==> src/design/rcoc_defs.svh <==
// Behaviour
// Clock control bit 4 enables converter counting
// Timer A clock: 000 system, 001 system/4
// Mode bit 0 picks overflow source: A/B
// Mode bit 1 enables converter counter mode
// Mode bits 2-3 read zero; 4-7 storage
// High-byte write loads timer with buffered low
// High-byte read returns upper, latches lower byte
// Software reads high byte before low byte
// Timer B counts oscillation, A counts clock
// Timers count together; overflow sets flag
// Terminating overflow stops timers, clears enable
// Timer bytes locked while counting is enabled
// Software picks system or instruction clock
// Low switch bits: 0 closes, 1 opens
// High switch bits 0-3; bits 4-7 zero
// Pull-low needs pair bit and open switch
// Pins used as port: switch bits read zero
// Software clears pull bits for port pins
// Two loadable 16-bit count-up timers
// Low-byte write only fills low buffer
// Overflow past all ones; oscillation synchronised
// Flag stays set until software clears
`ifndef RCOC_DEFS_SVH
`define RCOC_DEFS_SVH

// ----------------------------------------
// Register indexes (byte address = 4 x index)
// ----------------------------------------
`define RCOC_IDX_SW_LOW   8'h1a
`define RCOC_IDX_SW_HIGH  8'h1b
`define RCOC_IDX_PULL     8'h1c
`define RCOC_IDX_CLK_CTRL 8'h22
`define RCOC_IDX_MODE     8'h25
`define RCOC_IDX_TA_LOW   8'h26
`define RCOC_IDX_TA_HIGH  8'h27
`define RCOC_IDX_TB_LOW   8'h28
`define RCOC_IDX_TB_HIGH  8'h29
`define RCOC_IDX_IRQ      8'h2a

// ----------------------------------------
// Reset values
// ----------------------------------------
`define RCOC_RST_SW_LOW   8'hff
`define RCOC_RST_SW_HIGH  4'hf
`define RCOC_RST_PULL     6'h3f
`define RCOC_RST_UNDEF    1'b1

// ----------------------------------------
// Field positions
// ----------------------------------------
`define RCOC_UNDEF_BIT    3
`define RCOC_CNT_EN_BIT   4
`define RCOC_CLK_SEL_LSB  5
`define RCOC_OVB_BIT      0
`define RCOC_MODE_EN_BIT  1
`define RCOC_USER_LSB     4
`define RCOC_FLAG_BIT     4

// ----------------------------------------
// Codes and counts
// ----------------------------------------
`define RCOC_SEL_SYS      3'h0
`define RCOC_SEL_DIV4     3'h1
`define RCOC_PRESC_LAST   2'h3
`define RCOC_RESP_OKAY    2'h0
`define RCOC_RESP_DECERR  2'h3

`endif

==> src/design/rcoc_pkg.sv <==
package rcoc_pkg;

    // Timer state
    typedef struct packed {
        logic [15:0] value;
    } rcoc_timer_t;

    // Synchroniser state
    typedef struct packed {
        logic s1;
        logic s2;
        logic s3;
    } rcoc_sync_t;

    // Top-level state: bus slave and registers
    typedef struct packed {
        logic        awv;
        logic [7:0]  awidx;
        logic        wv;
        logic [7:0]  wdata;
        logic        wen;
        logic        bvalid;
        logic [1:0]  bresp;
        logic        rvalid;
        logic [7:0]  rdata;
        logic [1:0]  rresp;
        logic [7:0]  sw_low;
        logic [3:0]  sw_high;
        logic [5:0]  pull;
        logic        cnt_en;
        logic [2:0]  clk_sel;
        logic        undef;
        logic        overflow_source_sel;
        logic        mode_en;
        logic [3:0]  user;
        logic        flag;
        logic [7:0]  low_buf_a;
        logic [7:0]  low_buf_b;
        logic [1:0]  presc;
    } rcoc_state_t;

endpackage

==> src/design/rcoc_edge_sync.sv <==
`timescale 1ns/1ns
`include "rcoc_defs.svh"

module rcoc_edge_sync
    import rcoc_pkg::*;
(
    input  wire logic aclk,
    input  wire logic aresetn,
    input  wire logic async_in,
    output logic      rise
);

    // ----------------------------------------
    // State
    // ----------------------------------------
    rcoc_sync_t s;       // Current state
    rcoc_sync_t next_s;  // Next state

    // Two-stage synchroniser, third stage for edge detect
    always_comb begin
        next_s    = s;
        next_s.s1 = async_in;
        next_s.s2 = s.s1;
        next_s.s3 = s.s2;
    end

    // Register the state
    always_ff @(posedge aclk) begin
        if (!aresetn) begin
            s <= '0;
        end else begin
            s <= next_s;
        end
    end

    // Rising edge seen after the second stage only
    assign rise = s.s2 & ~s.s3;

endmodule

==> src/design/rcoc_timer16.sv <==
`timescale 1ns/1ns
`include "rcoc_defs.svh"

module rcoc_timer16
    import rcoc_pkg::*;
(
    input  wire logic        aclk,
    input  wire logic        aresetn,
    input  wire logic        load,
    input  wire logic [15:0] load_val,
    input  wire logic        tick,
    output logic [15:0]      value,
    output logic             wrap
);

    // ----------------------------------------
    // State
    // ----------------------------------------
    rcoc_timer_t s;       // Current count
    rcoc_timer_t next_s;  // Next count

    // Load wins; ticks only count upward
    always_comb begin
        next_s = s;
        if (load) begin
            next_s.value = load_val;
        end else if (tick) begin
            next_s.value = s.value + 16'h0001;
        end
    end

    // Register the state
    always_ff @(posedge aclk) begin
        if (!aresetn) begin
            s <= '0;
        end else begin
            s <= next_s;
        end
    end

    assign value = s.value;
    // Overflow when stepping past all ones
    assign wrap  = tick & (&s.value);

endmodule

==> src/design/rcoc_top.sv <==
// Design decision made here: the AXI4-Lite register port.
`timescale 1ns/1ns
`include "rcoc_defs.svh"

module rcoc_top
    import rcoc_pkg::*;
#(
    parameter int ADDR_W = 10
)(
    input  wire logic              aclk,
    input  wire logic              aresetn,
    input  wire logic [ADDR_W-1:0] s_axi_awaddr,
    input  wire logic              s_axi_awvalid,
    output logic                   s_axi_awready,
    input  wire logic [31:0]       s_axi_wdata,
    input  wire logic [3:0]        s_axi_wstrb,
    input  wire logic              s_axi_wvalid,
    output logic                   s_axi_wready,
    output logic [1:0]             s_axi_bresp,
    output logic                   s_axi_bvalid,
    input  wire logic              s_axi_bready,
    input  wire logic [ADDR_W-1:0] s_axi_araddr,
    input  wire logic              s_axi_arvalid,
    output logic                   s_axi_arready,
    output logic [31:0]            s_axi_rdata,
    output logic [1:0]             s_axi_rresp,
    output logic                   s_axi_rvalid,
    input  wire logic              s_axi_rready,
    input  wire logic              rc_osc_in,
    input  wire logic              port_a_low_is_io,
    input  wire logic              port_a_high_is_io,
    output logic [11:0]            sensor_switch_on,
    output logic [11:0]            sensor_pull_low_on,
    output logic                   conv_irq_flag
);

    // ----------------------------------------
    // State and helper nets
    // ----------------------------------------
    rcoc_state_t s;        // Registered state
    rcoc_state_t next_s;   // Next state
    logic [15:0] ta_val;   // Timer A count
    logic [15:0] tb_val;   // Timer B count
    logic        ovf_a;    // Timer A wrap pulse
    logic        ovf_b;    // Timer B wrap pulse
    logic        osc_rise; // Synchronised oscillation edge
    logic        run;      // Counting active
    logic        tick_a;   // Timer A step
    logic        tick_b;   // Timer B step
    logic        unlocked; // Timer bytes reachable
    logic        wr_fire;  // Write performed now
    logic        rd_fire;  // Read taken now
    logic [7:0]  ar_idx;   // Read register index
    logic        wr_hi_a;  // Timer A high write
    logic        wr_hi_b;  // Timer B high write
    logic        wr_lo_a;  // Timer A low write
    logic        rd_hi_a;  // Timer A high read
    logic        rd_hi_b;  // Timer B high read
    logic [7:0]  sw_low_rd;  // Low switch view
    logic [3:0]  sw_high_rd; // High switch view
    logic [11:0] sw_open;    // Switch bits per pin
    logic [11:0] pin_rc;     // Pin used as sensor

    // ----------------------------------------
    // Oscillation input and timers
    // ----------------------------------------
    rcoc_edge_sync u_sync (
        .aclk     (aclk),
        .aresetn  (aresetn),
        .async_in (rc_osc_in),
        .rise     (osc_rise)
    );

    rcoc_timer16 u_timer_a (
        .aclk     (aclk),
        .aresetn  (aresetn),
        .load     (wr_hi_a),
        .load_val ({s.wdata, s.low_buf_a}),
        .tick     (tick_a),
        .value    (ta_val),
        .wrap     (ovf_a)
    );

    rcoc_timer16 u_timer_b (
        .aclk     (aclk),
        .aresetn  (aresetn),
        .load     (wr_hi_b),
        .load_val ({s.wdata, s.low_buf_b}),
        .tick     (tick_b),
        .value    (tb_val),
        .wrap     (ovf_b)
    );

    // ----------------------------------------
    // Counting control
    // ----------------------------------------
    // Both timers only run in converter mode with enable set
    assign run      = s.cnt_en & s.mode_en;
    // Divide-by-four uses a prescaler cleared while stopped; codes other than 000 and 001 never tick
    assign tick_a   = run & ((s.clk_sel == `RCOC_SEL_SYS) |
                      ((s.clk_sel == `RCOC_SEL_DIV4) &
                       (s.presc == `RCOC_PRESC_LAST)));
    assign tick_b   = run & osc_rise;
    // Bytes locked while enabled, and absent outside converter mode
    assign unlocked = s.mode_en & ~s.cnt_en;

    // ----------------------------------------
    // Bus decode
    // ----------------------------------------
    assign wr_fire = s.awv & s.wv & ~s.bvalid;
    assign rd_fire = s_axi_arvalid & ~s.rvalid;
    assign ar_idx  = s_axi_araddr[9:2];
    assign wr_hi_a = wr_fire & s.wen & unlocked &
                     (s.awidx == `RCOC_IDX_TA_HIGH);
    assign wr_hi_b = wr_fire & s.wen & unlocked &
                     (s.awidx == `RCOC_IDX_TB_HIGH);
    assign wr_lo_a = wr_fire & s.wen & unlocked &
                     (s.awidx == `RCOC_IDX_TA_LOW);
    assign rd_hi_a = rd_fire & unlocked & (ar_idx == `RCOC_IDX_TA_HIGH);
    assign rd_hi_b = rd_fire & unlocked & (ar_idx == `RCOC_IDX_TB_HIGH);

    // Pins used as port read their switch bits as zero
    assign sw_low_rd  = {s.sw_low[7:4],
                         s.sw_low[3:0] & {4{~port_a_low_is_io}}};
    assign sw_high_rd = s.sw_high & {4{~port_a_high_is_io}};

    // Read data for a register index
    function automatic logic [8:0] read_mux(input logic [7:0] idx);
        logic [8:0] r;
        r = {1'b1, 8'h00};
        case (idx)
            `RCOC_IDX_SW_LOW:   r = {1'b1, sw_low_rd};
            `RCOC_IDX_SW_HIGH:  r = {1'b1, 4'h0, sw_high_rd};
            `RCOC_IDX_PULL:     r = {1'b1, 2'h0, s.pull};
            `RCOC_IDX_CLK_CTRL: r = {1'b1, s.clk_sel, s.cnt_en, s.undef, 3'h0};
            `RCOC_IDX_MODE:     r = {1'b1, s.user, 2'h0, s.mode_en, s.overflow_source_sel};
            `RCOC_IDX_TA_HIGH:  r = {1'b1, unlocked ? ta_val[15:8] : 8'h00};
            `RCOC_IDX_TA_LOW:   r = {1'b1, unlocked ? s.low_buf_a : 8'h00};
            `RCOC_IDX_TB_HIGH:  r = {1'b1, unlocked ? tb_val[15:8] : 8'h00};
            `RCOC_IDX_TB_LOW:   r = {1'b1, unlocked ? s.low_buf_b : 8'h00};
            `RCOC_IDX_IRQ:      r = {1'b1, 3'h0, s.flag, 4'h0};
            default:            r = {1'b0, 8'h00};
        endcase
        return r;
    endfunction

    // ----------------------------------------
    // Next-state logic
    // ----------------------------------------
    always_comb begin
        logic [8:0] rd;
        logic       hit;
        rd     = read_mux(ar_idx);
        hit    = 1'b0;
        next_s = s;
        // Prescaler restarts whenever counting is off
        next_s.presc = run ? s.presc + 2'h1 : 2'h0;

        // Write address and data taken in either order
        if (s_axi_awvalid & ~s.awv & ~s.bvalid) begin
            next_s.awv   = 1'b1;
            next_s.awidx = s_axi_awaddr[9:2];
        end
        if (s_axi_wvalid & ~s.wv & ~s.bvalid) begin
            next_s.wv    = 1'b1;
            next_s.wdata = s_axi_wdata[7:0];
            next_s.wen   = s_axi_wstrb[0];
        end

        // Perform the write once both halves are held
        if (wr_fire) begin
            next_s.awv    = 1'b0;
            next_s.wv     = 1'b0;
            next_s.bvalid = 1'b1;
            next_s.bresp  = `RCOC_RESP_OKAY;
            case (s.awidx)
                `RCOC_IDX_SW_LOW: begin
                    if (s.wen) next_s.sw_low = s.wdata;
                end
                `RCOC_IDX_SW_HIGH: begin
                    if (s.wen) next_s.sw_high = s.wdata[3:0];
                end
                `RCOC_IDX_PULL: begin
                    if (s.wen) next_s.pull = s.wdata[5:0];
                end
                `RCOC_IDX_CLK_CTRL: begin
                    if (s.wen) begin
                        next_s.cnt_en  = s.wdata[`RCOC_CNT_EN_BIT];
                        next_s.clk_sel = s.wdata[`RCOC_CLK_SEL_LSB +: 3];
                        next_s.undef   = s.wdata[`RCOC_UNDEF_BIT];
                    end
                end
                `RCOC_IDX_MODE: begin
                    if (s.wen) begin
                        next_s.overflow_source_sel     = s.wdata[`RCOC_OVB_BIT];
                        next_s.mode_en = s.wdata[`RCOC_MODE_EN_BIT];
                        next_s.user    = s.wdata[`RCOC_USER_LSB +: 4];
                    end
                end
                `RCOC_IDX_TA_LOW: begin
                    if (s.wen & unlocked) next_s.low_buf_a = s.wdata;
                end
                `RCOC_IDX_TB_LOW: begin
                    if (s.wen & unlocked) next_s.low_buf_b = s.wdata;
                end
                `RCOC_IDX_TA_HIGH, `RCOC_IDX_TB_HIGH: begin
                    hit = 1'b1; // Load handled by the timer itself
                end
                `RCOC_IDX_IRQ: begin
                    if (s.wen) next_s.flag = s.wdata[`RCOC_FLAG_BIT];
                end
                default: begin
                    next_s.bresp = `RCOC_RESP_DECERR;
                end
            endcase
        end
        if (s.bvalid & s_axi_bready) begin
            next_s.bvalid = 1'b0;
        end

        // Read answer one cycle after the address is taken
        if (rd_fire) begin
            next_s.rvalid = 1'b1;
            next_s.rdata  = rd[7:0];
            next_s.rresp  = rd[8] ? `RCOC_RESP_OKAY : `RCOC_RESP_DECERR;
        end else if (s.rvalid & s_axi_rready) begin
            next_s.rvalid = 1'b0;
        end
        // High read latches the live low byte for a later low read
        if (rd_hi_a) next_s.low_buf_a = ta_val[7:0];
        if (rd_hi_b) next_s.low_buf_b = tb_val[7:0];

        // Either wrap ends the run; hardware clear beats a write
        if (ovf_a | ovf_b) begin
            next_s.cnt_en = 1'b0;
        end
        // Selected wrap sets the flag; set beats a clearing write
        if (s.overflow_source_sel ? ovf_b : ovf_a) begin
            next_s.flag = 1'b1;
        end
        if (hit) next_s.presc = next_s.presc;
    end

    // Register the state
    always_ff @(posedge aclk) begin
        if (!aresetn) begin
            s         <= '0;
            s.sw_low  <= `RCOC_RST_SW_LOW;
            s.sw_high <= `RCOC_RST_SW_HIGH;
            s.pull    <= `RCOC_RST_PULL;
            s.undef   <= `RCOC_RST_UNDEF;
        end else begin
            s <= next_s;
        end
    end

    // ----------------------------------------
    // Sensor switches and pull-lows
    // ----------------------------------------
    assign sw_open = {s.sw_high, s.sw_low};
    assign pin_rc  = {{4{~port_a_high_is_io}}, 4'hf, {4{~port_a_low_is_io}}};

    // Zero closes a switch; open switch plus pair bit pulls low
    always_comb begin
        for (int i = 0; i < 12; i++) begin
            sensor_switch_on[i]   = pin_rc[i] & ~sw_open[i];
            sensor_pull_low_on[i] = pin_rc[i] & sw_open[i] & s.pull[i/2];
        end
    end

    // ----------------------------------------
    // Bus outputs
    // ----------------------------------------
    assign s_axi_awready = ~s.awv & ~s.bvalid;
    assign s_axi_wready  = ~s.wv & ~s.bvalid;
    assign s_axi_bvalid  = s.bvalid;
    assign s_axi_bresp   = s.bresp;
    assign s_axi_arready = ~s.rvalid;
    assign s_axi_rvalid  = s.rvalid;
    assign s_axi_rdata   = {24'h000000, s.rdata};
    assign s_axi_rresp   = s.rresp;
    assign conv_irq_flag = s.flag;
endmodule

==> config.mk <==
export PLATFORM = sky130hd
export DESIGN_NAME = rcoc_top
export DESIGN_NICKNAME = d
export VERILOG_FILES = /design/src/design/rcoc_pkg.sv /design/src/design/rcoc_edge_sync.sv /design/src/design/rcoc_timer16.sv /design/src/design/rcoc_top.sv
export VERILOG_INCLUDE_DIRS = /design/src /design/src/design
export SDC_FILE = /design/constraint.sdc
export NUM_CORES = 1
export LEC_CHECK = 0
export ABC_CLOCK_PERIOD_IN_PS = 4600
export BUFFER_PORTS_ARGS = -buffer_cell sky130_fd_sc_hd__buf_2
export CORE_MARGIN = 5
export CORE_UTILIZATION = 59
export CTS_CLUSTER_SIZE = 30
export DETAILED_ROUTE_END_ITERATION = 10
export HOLD_SLACK_MARGIN = 0.05
export PLACE_DENSITY = 0.85
export SLEW_MARGIN = 5
export SYNTH_ARGS = -nofsm -noshare
export SYNTH_HDL_FRONTEND = slang
export SYNTH_SLANG_ARGS = --single-unit
==> constraint.sdc <==
create_clock -name aclk -period 4.6 [get_ports aclk]
set_input_delay 0.23 -clock aclk [delete_from_list [all_inputs] [get_ports aclk]]
set_output_delay 0.23 -clock aclk [all_outputs]
set_load 0.01 [all_outputs]
Word level (Yosys, flattened, before mapping) --
Index checks and enable logic that the tools add are counted. Widths: inputs -> output; s select.
Storage, ports and cells: input port bits 66, register bits 116, logic and storage cells 184, output and inout port bits 66
Operators by class: bitwise gates (word level) 80, reductions and logical operators 28, multiplexer cells 23, equality and inequality tests 22, add/subtract/negate cells 3
Operator list (count):
- $eq 8x6->1 const B | 14
- $pmux 9 s10 | 1
- $mux 8 | 9
- $mux 16 | 4
- $and 1x1->1 | 55
- $eq 8x5->1 const B | 6
- $add 16x1->16 const B | 2
- $reduce_and 16->1 | 2
- $reduce_and 3->1 | 8
- $reduce_bool 2->1 | 12
- $not 1->1 | 21
- $mux 17 | 1
- $reduce_or 10->1 | 1
- $and 4x4->4 | 2
- $mux 1 | 6
- $reduce_or 2->1 | 3
- $mux 2 | 2
- $eq 3x1->1 const B | 1
- $logic_not 3->1 | 1
- $add 2x1->2 const B | 1
- $eq 2x2->1 const B | 1
- $or 1x1->1 | 2
- $reduce_and 2->1 | 1

Longest topological paths before layout --
depth after elaboration 8, gate-level depth with buffers 8, mapped depth without buffers 6

Cells and area by module --
A second synthesis with hierarchy kept.
Second synthesis, totals: cells, all modules 722, area total of the unflattened synthesis 6274.8 um^2
Modules (own cells, without submodules):
- rcoc_top | instances 1, cells each 505, area an instance 4460.5 um^2
- rcoc_timer16 | instances 2, cells each 105, area an instance 860.8 um^2
- rcoc_edge_sync | instances 1, cells each 7, area an instance 92.6 um^2

Least setup slack after synthesis --
Ideal clock, no wire load.
path type register to register, from register s[76] in the netlist's numbering, to register s[4] in the netlist's numbering, setup time 0.120 ns, required time 4.480 ns, data arrival time 1.846 ns, buffers on the path 2, path slack 2.635 ns, cell stages (with the launch flop) 8, clock period less this slack 1.965 ns, cell sequence dfxtp_1 > or4b_4 > buf_6 > nor4_4 > and3_4 > buf_12 > mux2i_1 > a21oi_1
Between the ends: longest elaborated chain between the ends 3
Ends and longest elaborated chain:
- start: declaration | RTL line rcoc_top.sv:40 | rcoc_state_t s;
- start signal: assignment | RTL line rcoc_top.sv:253 | s <= next_s;
- $eq 8x6->1 | RTL line rcoc_top.sv:176 | case (s.awidx)
- $reduce_bool 2->1 (no line)
- $reduce_and 3->1 (no line)
No other way between the ends. A chain may end at the register's enable or synchronous reset.

Final worst setup path --
from register s[23] in the netlist's numbering, to register s[9] in the netlist's numbering
Between the ends: longest elaborated chain between the ends 5
Ends and longest elaborated chain:
- $and 1x1->1 * | RTL line rcoc_top.sv:105 | assign unlocked = s.mode_en & ~s.cnt_en;
- $and 1x1->1 (2 in series) | RTL line rcoc_top.sv:120 | assign rd_hi_b = rd_fire & unlocked & (ar_idx == `RCOC_IDX_TB_HIGH);
- $reduce_bool 2->1 (no line)
- $reduce_and 3->1 (no line)
Every way passes the cells marked *; elsewhere a longest branch is shown, timed or not.

==> out/results.tsv <==
metric	value	unit
DR vias/cell	6.31	
WHS	0.217	ns
Rel. slew slack	36.1	%
htree depth	4	
crit path capture type	flip-flop	
GP Congestion	0.967	
Req. time, crit path	4.98	ns
area share of the largest cell type after synthesis	37.1	%
Die X	112	µm
critical path arrival	2.84	ns
worst setup path end	s[9]$_SDFFE_PN0P_	
Post-synth top flop	dfxtp_1	
via count	5953	
Unique masters post-synth	79	
GRT Overall Usage	29.7	%
unrepaired setup endpoints after global routing	no	
CP cell instances	or2b_2 -> nor4_4 -> nand2_1 -> o21ai_0 -> a21oi_1	
later-pin clock latency in the skew report	0.53	ns
sequential share of the synthesized area	37.1	%
Syn Inst Count	738	
Post-synth EDFFs	0	
Final Cycle Share	53.3	%
Initial Utilization	60.1	%
CTS root buffer	clkbuf_8	
Sum Neg Setup Slack	0	ns
status	complete, no violations	
1st-iter DRT viols	708	
Levels on crit path	5	
Multi-input gate area	0.00336	mm²
Area contributors post-synth	dfxtp_1 37%, mux2i_1 7.2%, nand2_1 6.3%, a21oi_1 5.5%, buf_4 4.5%	
DRC	0	
Hold Path Class	input pin to flip-flop	
Max FO, Critical Path	16	
Inserted Clock Buffers	17	
Post-Syn Area	0.00615	mm²
# setup viols final	0	
Max Slew Vio Count	0	
CTS tree	built	
type of the worst setup path	flip-flop to flip-flop	
Tot Pwr	2.49	mW
Area Overhead vs Synth	14.9	%
total area of sequential cells	0.00228	mm²
DP Wirelength	12500	µm
Min Clock Period, post-route	2.45	ns
Core ar.	0.0102	mm²
mean area per synthesized cell	8.33	µm²
Worst Max-Slew Pin Slew	0.958	ns
Worst Skew	0.00764	ns
wire per inst	20.0	µm
Cell Rows	37	
Worst R2R Setup Slack	2.15	ns
Fillers	821	
clk sink count	114	
CP Buf/Inv Count	0	
RR Endpoint	s[9]$_SDFFE_PN0P_	
Synth area leader	dfxtp_1	
leak pwr	2.87	nW
ANT cells	0	
startpoint class of the critical path	flip-flop	
grt ovf	0	
hold path depth	4	
Vert. Die Dim	112	µm
DIE AREA	0.0126	mm²
FFs w/ async S/R, synth	0	%
Seq cells post-synth	114	
Clock Path Buffers	2	
Critical Path Slowest Stage Cell	nor4_4	
Cell Pwr Density	352	mW/mm²
largest net degree at the start of global routing	62	
Final #Nets	864	
critical path's largest stage delay	0.52	ns
Max-Cap Viols	0	
most frequent cells in the layout	114 x dfxtp_1, 104 x nand2_1, 76 x buf_2	
clock slew at reported path FFs	0.06	ns
R2R cell count	5	
Max VDD drop	0.246	mV
Crit. Startpoint	s[23]$_SDFFE_PN0P_	
layout cell share with drive strength beyond 1	16.2	%
initial antenna violation count	0	
number of setup buffers added after CTS	0	
Peak Freq	0.408	GHz
number of global-route vias before repair	5709	
most common cell after layout, fill and taps aside	dfxtp_1	
family with the most delay on the worst path	simple AND/OR/NAND/NOR gates	
Port Buf Inserts	76	
io pins	132	
worst reg2reg path startpoint	s[23]$_SDFFE_PN0P_	
# resized after CTS	0	
final hold viol count	0	
yosys warns	0	
DRT Pass-1 Iters	7	
DRT antenna net count	0	
routed wire length	18900	µm
first-pass GRT wire length	29900	µm
-- report_power, final --
group,total [mW],internal (mW),switching [mW]
clock,1.30,0.791,0.506
sequential,1.04,1.00,0.0341
combinational,0.154,0.0582,0.0956
-- Yosys cell counts (all sizes together), types with 10 or more instances --
cell type	n
a21oi	67
a22oi	12
nand4	10
buf	52
a2bb2oi	10
dfxtp	114
clkbuf	31
mux2i	44
nand2	104
nor2	52
nor4	10
nand3	29
o21ai	29
inv	15
and2	14
nor3	13
a211oi	16
-- worst register-to-register path, cell delays in order, from the launching register on --
cell and delay (ns):
dfxtp_1 0.50, or2b_2 0.45, nor4_4 0.52, nand2_1 0.45, o21ai_0 0.31, a21oi_1 0.07
-- worst min path at each step --
stage,startpoint,endpoint,slack (ns)
floorplan,s_axi_rready,s_axi_rvalid$_SDFFE_PN0P_,0.33
global placement,s[0]$_SDFF_PN0_,s[0]$_SDFF_PN0_,0.41
detailed placement,s_axi_rready,s_axi_rvalid$_SDFFE_PN0P_,0.42
CTS,s_axi_awvalid,s[79]$_SDFFE_PN0P_,0.18
global route,s_axi_awvalid,s[80]$_SDFFE_PP0P_,0.23
finish,s_axi_awvalid,s[77]$_SDFFE_PN0P_,0.22
-- stage by stage --
stage / setup WS (ns) / util (%) / instances / cell area, µm²
3_3_place_gp: 2.25 / 61.3 / 891 / 6270
2_1_floorplan: 2.63 / - / 761 / 6230
4_1_cts: 2.20 / 69.0 / 944 / 7060
3_5_place_dp: 2.22 / 61.3 / 891 / 6270
6_report: 2.15 / 69.0 / 944 / 7060
5_1_grt: 1.99 / 69.0 / 944 / 7060
-- per-layer routing --
| metal | GRT usage (%) | wire length [µm] | share of wire (%) | up-vias |
|---|---|---|---|---|
| li1 | - | - | - | 2715 |
| met4 | 13.5 | 803 | 4.2 | 0 |
| met5 | 0 | 0 | 0 | - |
| met1 | 37.1 | 7440 | 39 | 2824 |
| met3 | 7.87 | 1820 | 9.6 | 75 |
| met2 | 48.1 | 8850 | 47 | 339 |
-- flip-flops by register name, indices dropped and copies added, names as in the netlist --
register         flops
s                   66
u_timer_a.value     16
u_sync.s             1
u_sync.next_s        2
s_axi_rvalid         1
conv_irq_flag        1
s_axi_bvalid         1
u_timer_b.value     16
s_axi_bresp          1
s_axi_rresp          1
s_axi_rdata          8
-- what timing repair did --
| action | in CTS | in global routing |
|---|---|---|
| hold endpoints to repair | 20 | 0 |
| endpoints found under the setup margin | 0 | 0 |
| hold buffers | 21 | 0 |
-- kinds of logic after synthesis --
kind of cell    synth area share, %
flops                          37.1
simple gates                   25.4
mux                            7.35
buf+inv                        9.56
xor+xnor                       1.71
fa+ha+maj                     0.611
other cells                  0.0610
compound gates                 18.2
-- layout make-up --
class	instances	area share (%)
Tap cell	136	2.41
Inverter	15	0.797
Timing Repair Buffer	99	8.58
Clock buffer	18	6.06
Clock inverter	14	2.20
Sequential cell	114	32.3
Multi-Input combinational cell	548	47.6
Power figures use the tool's default switching activity.
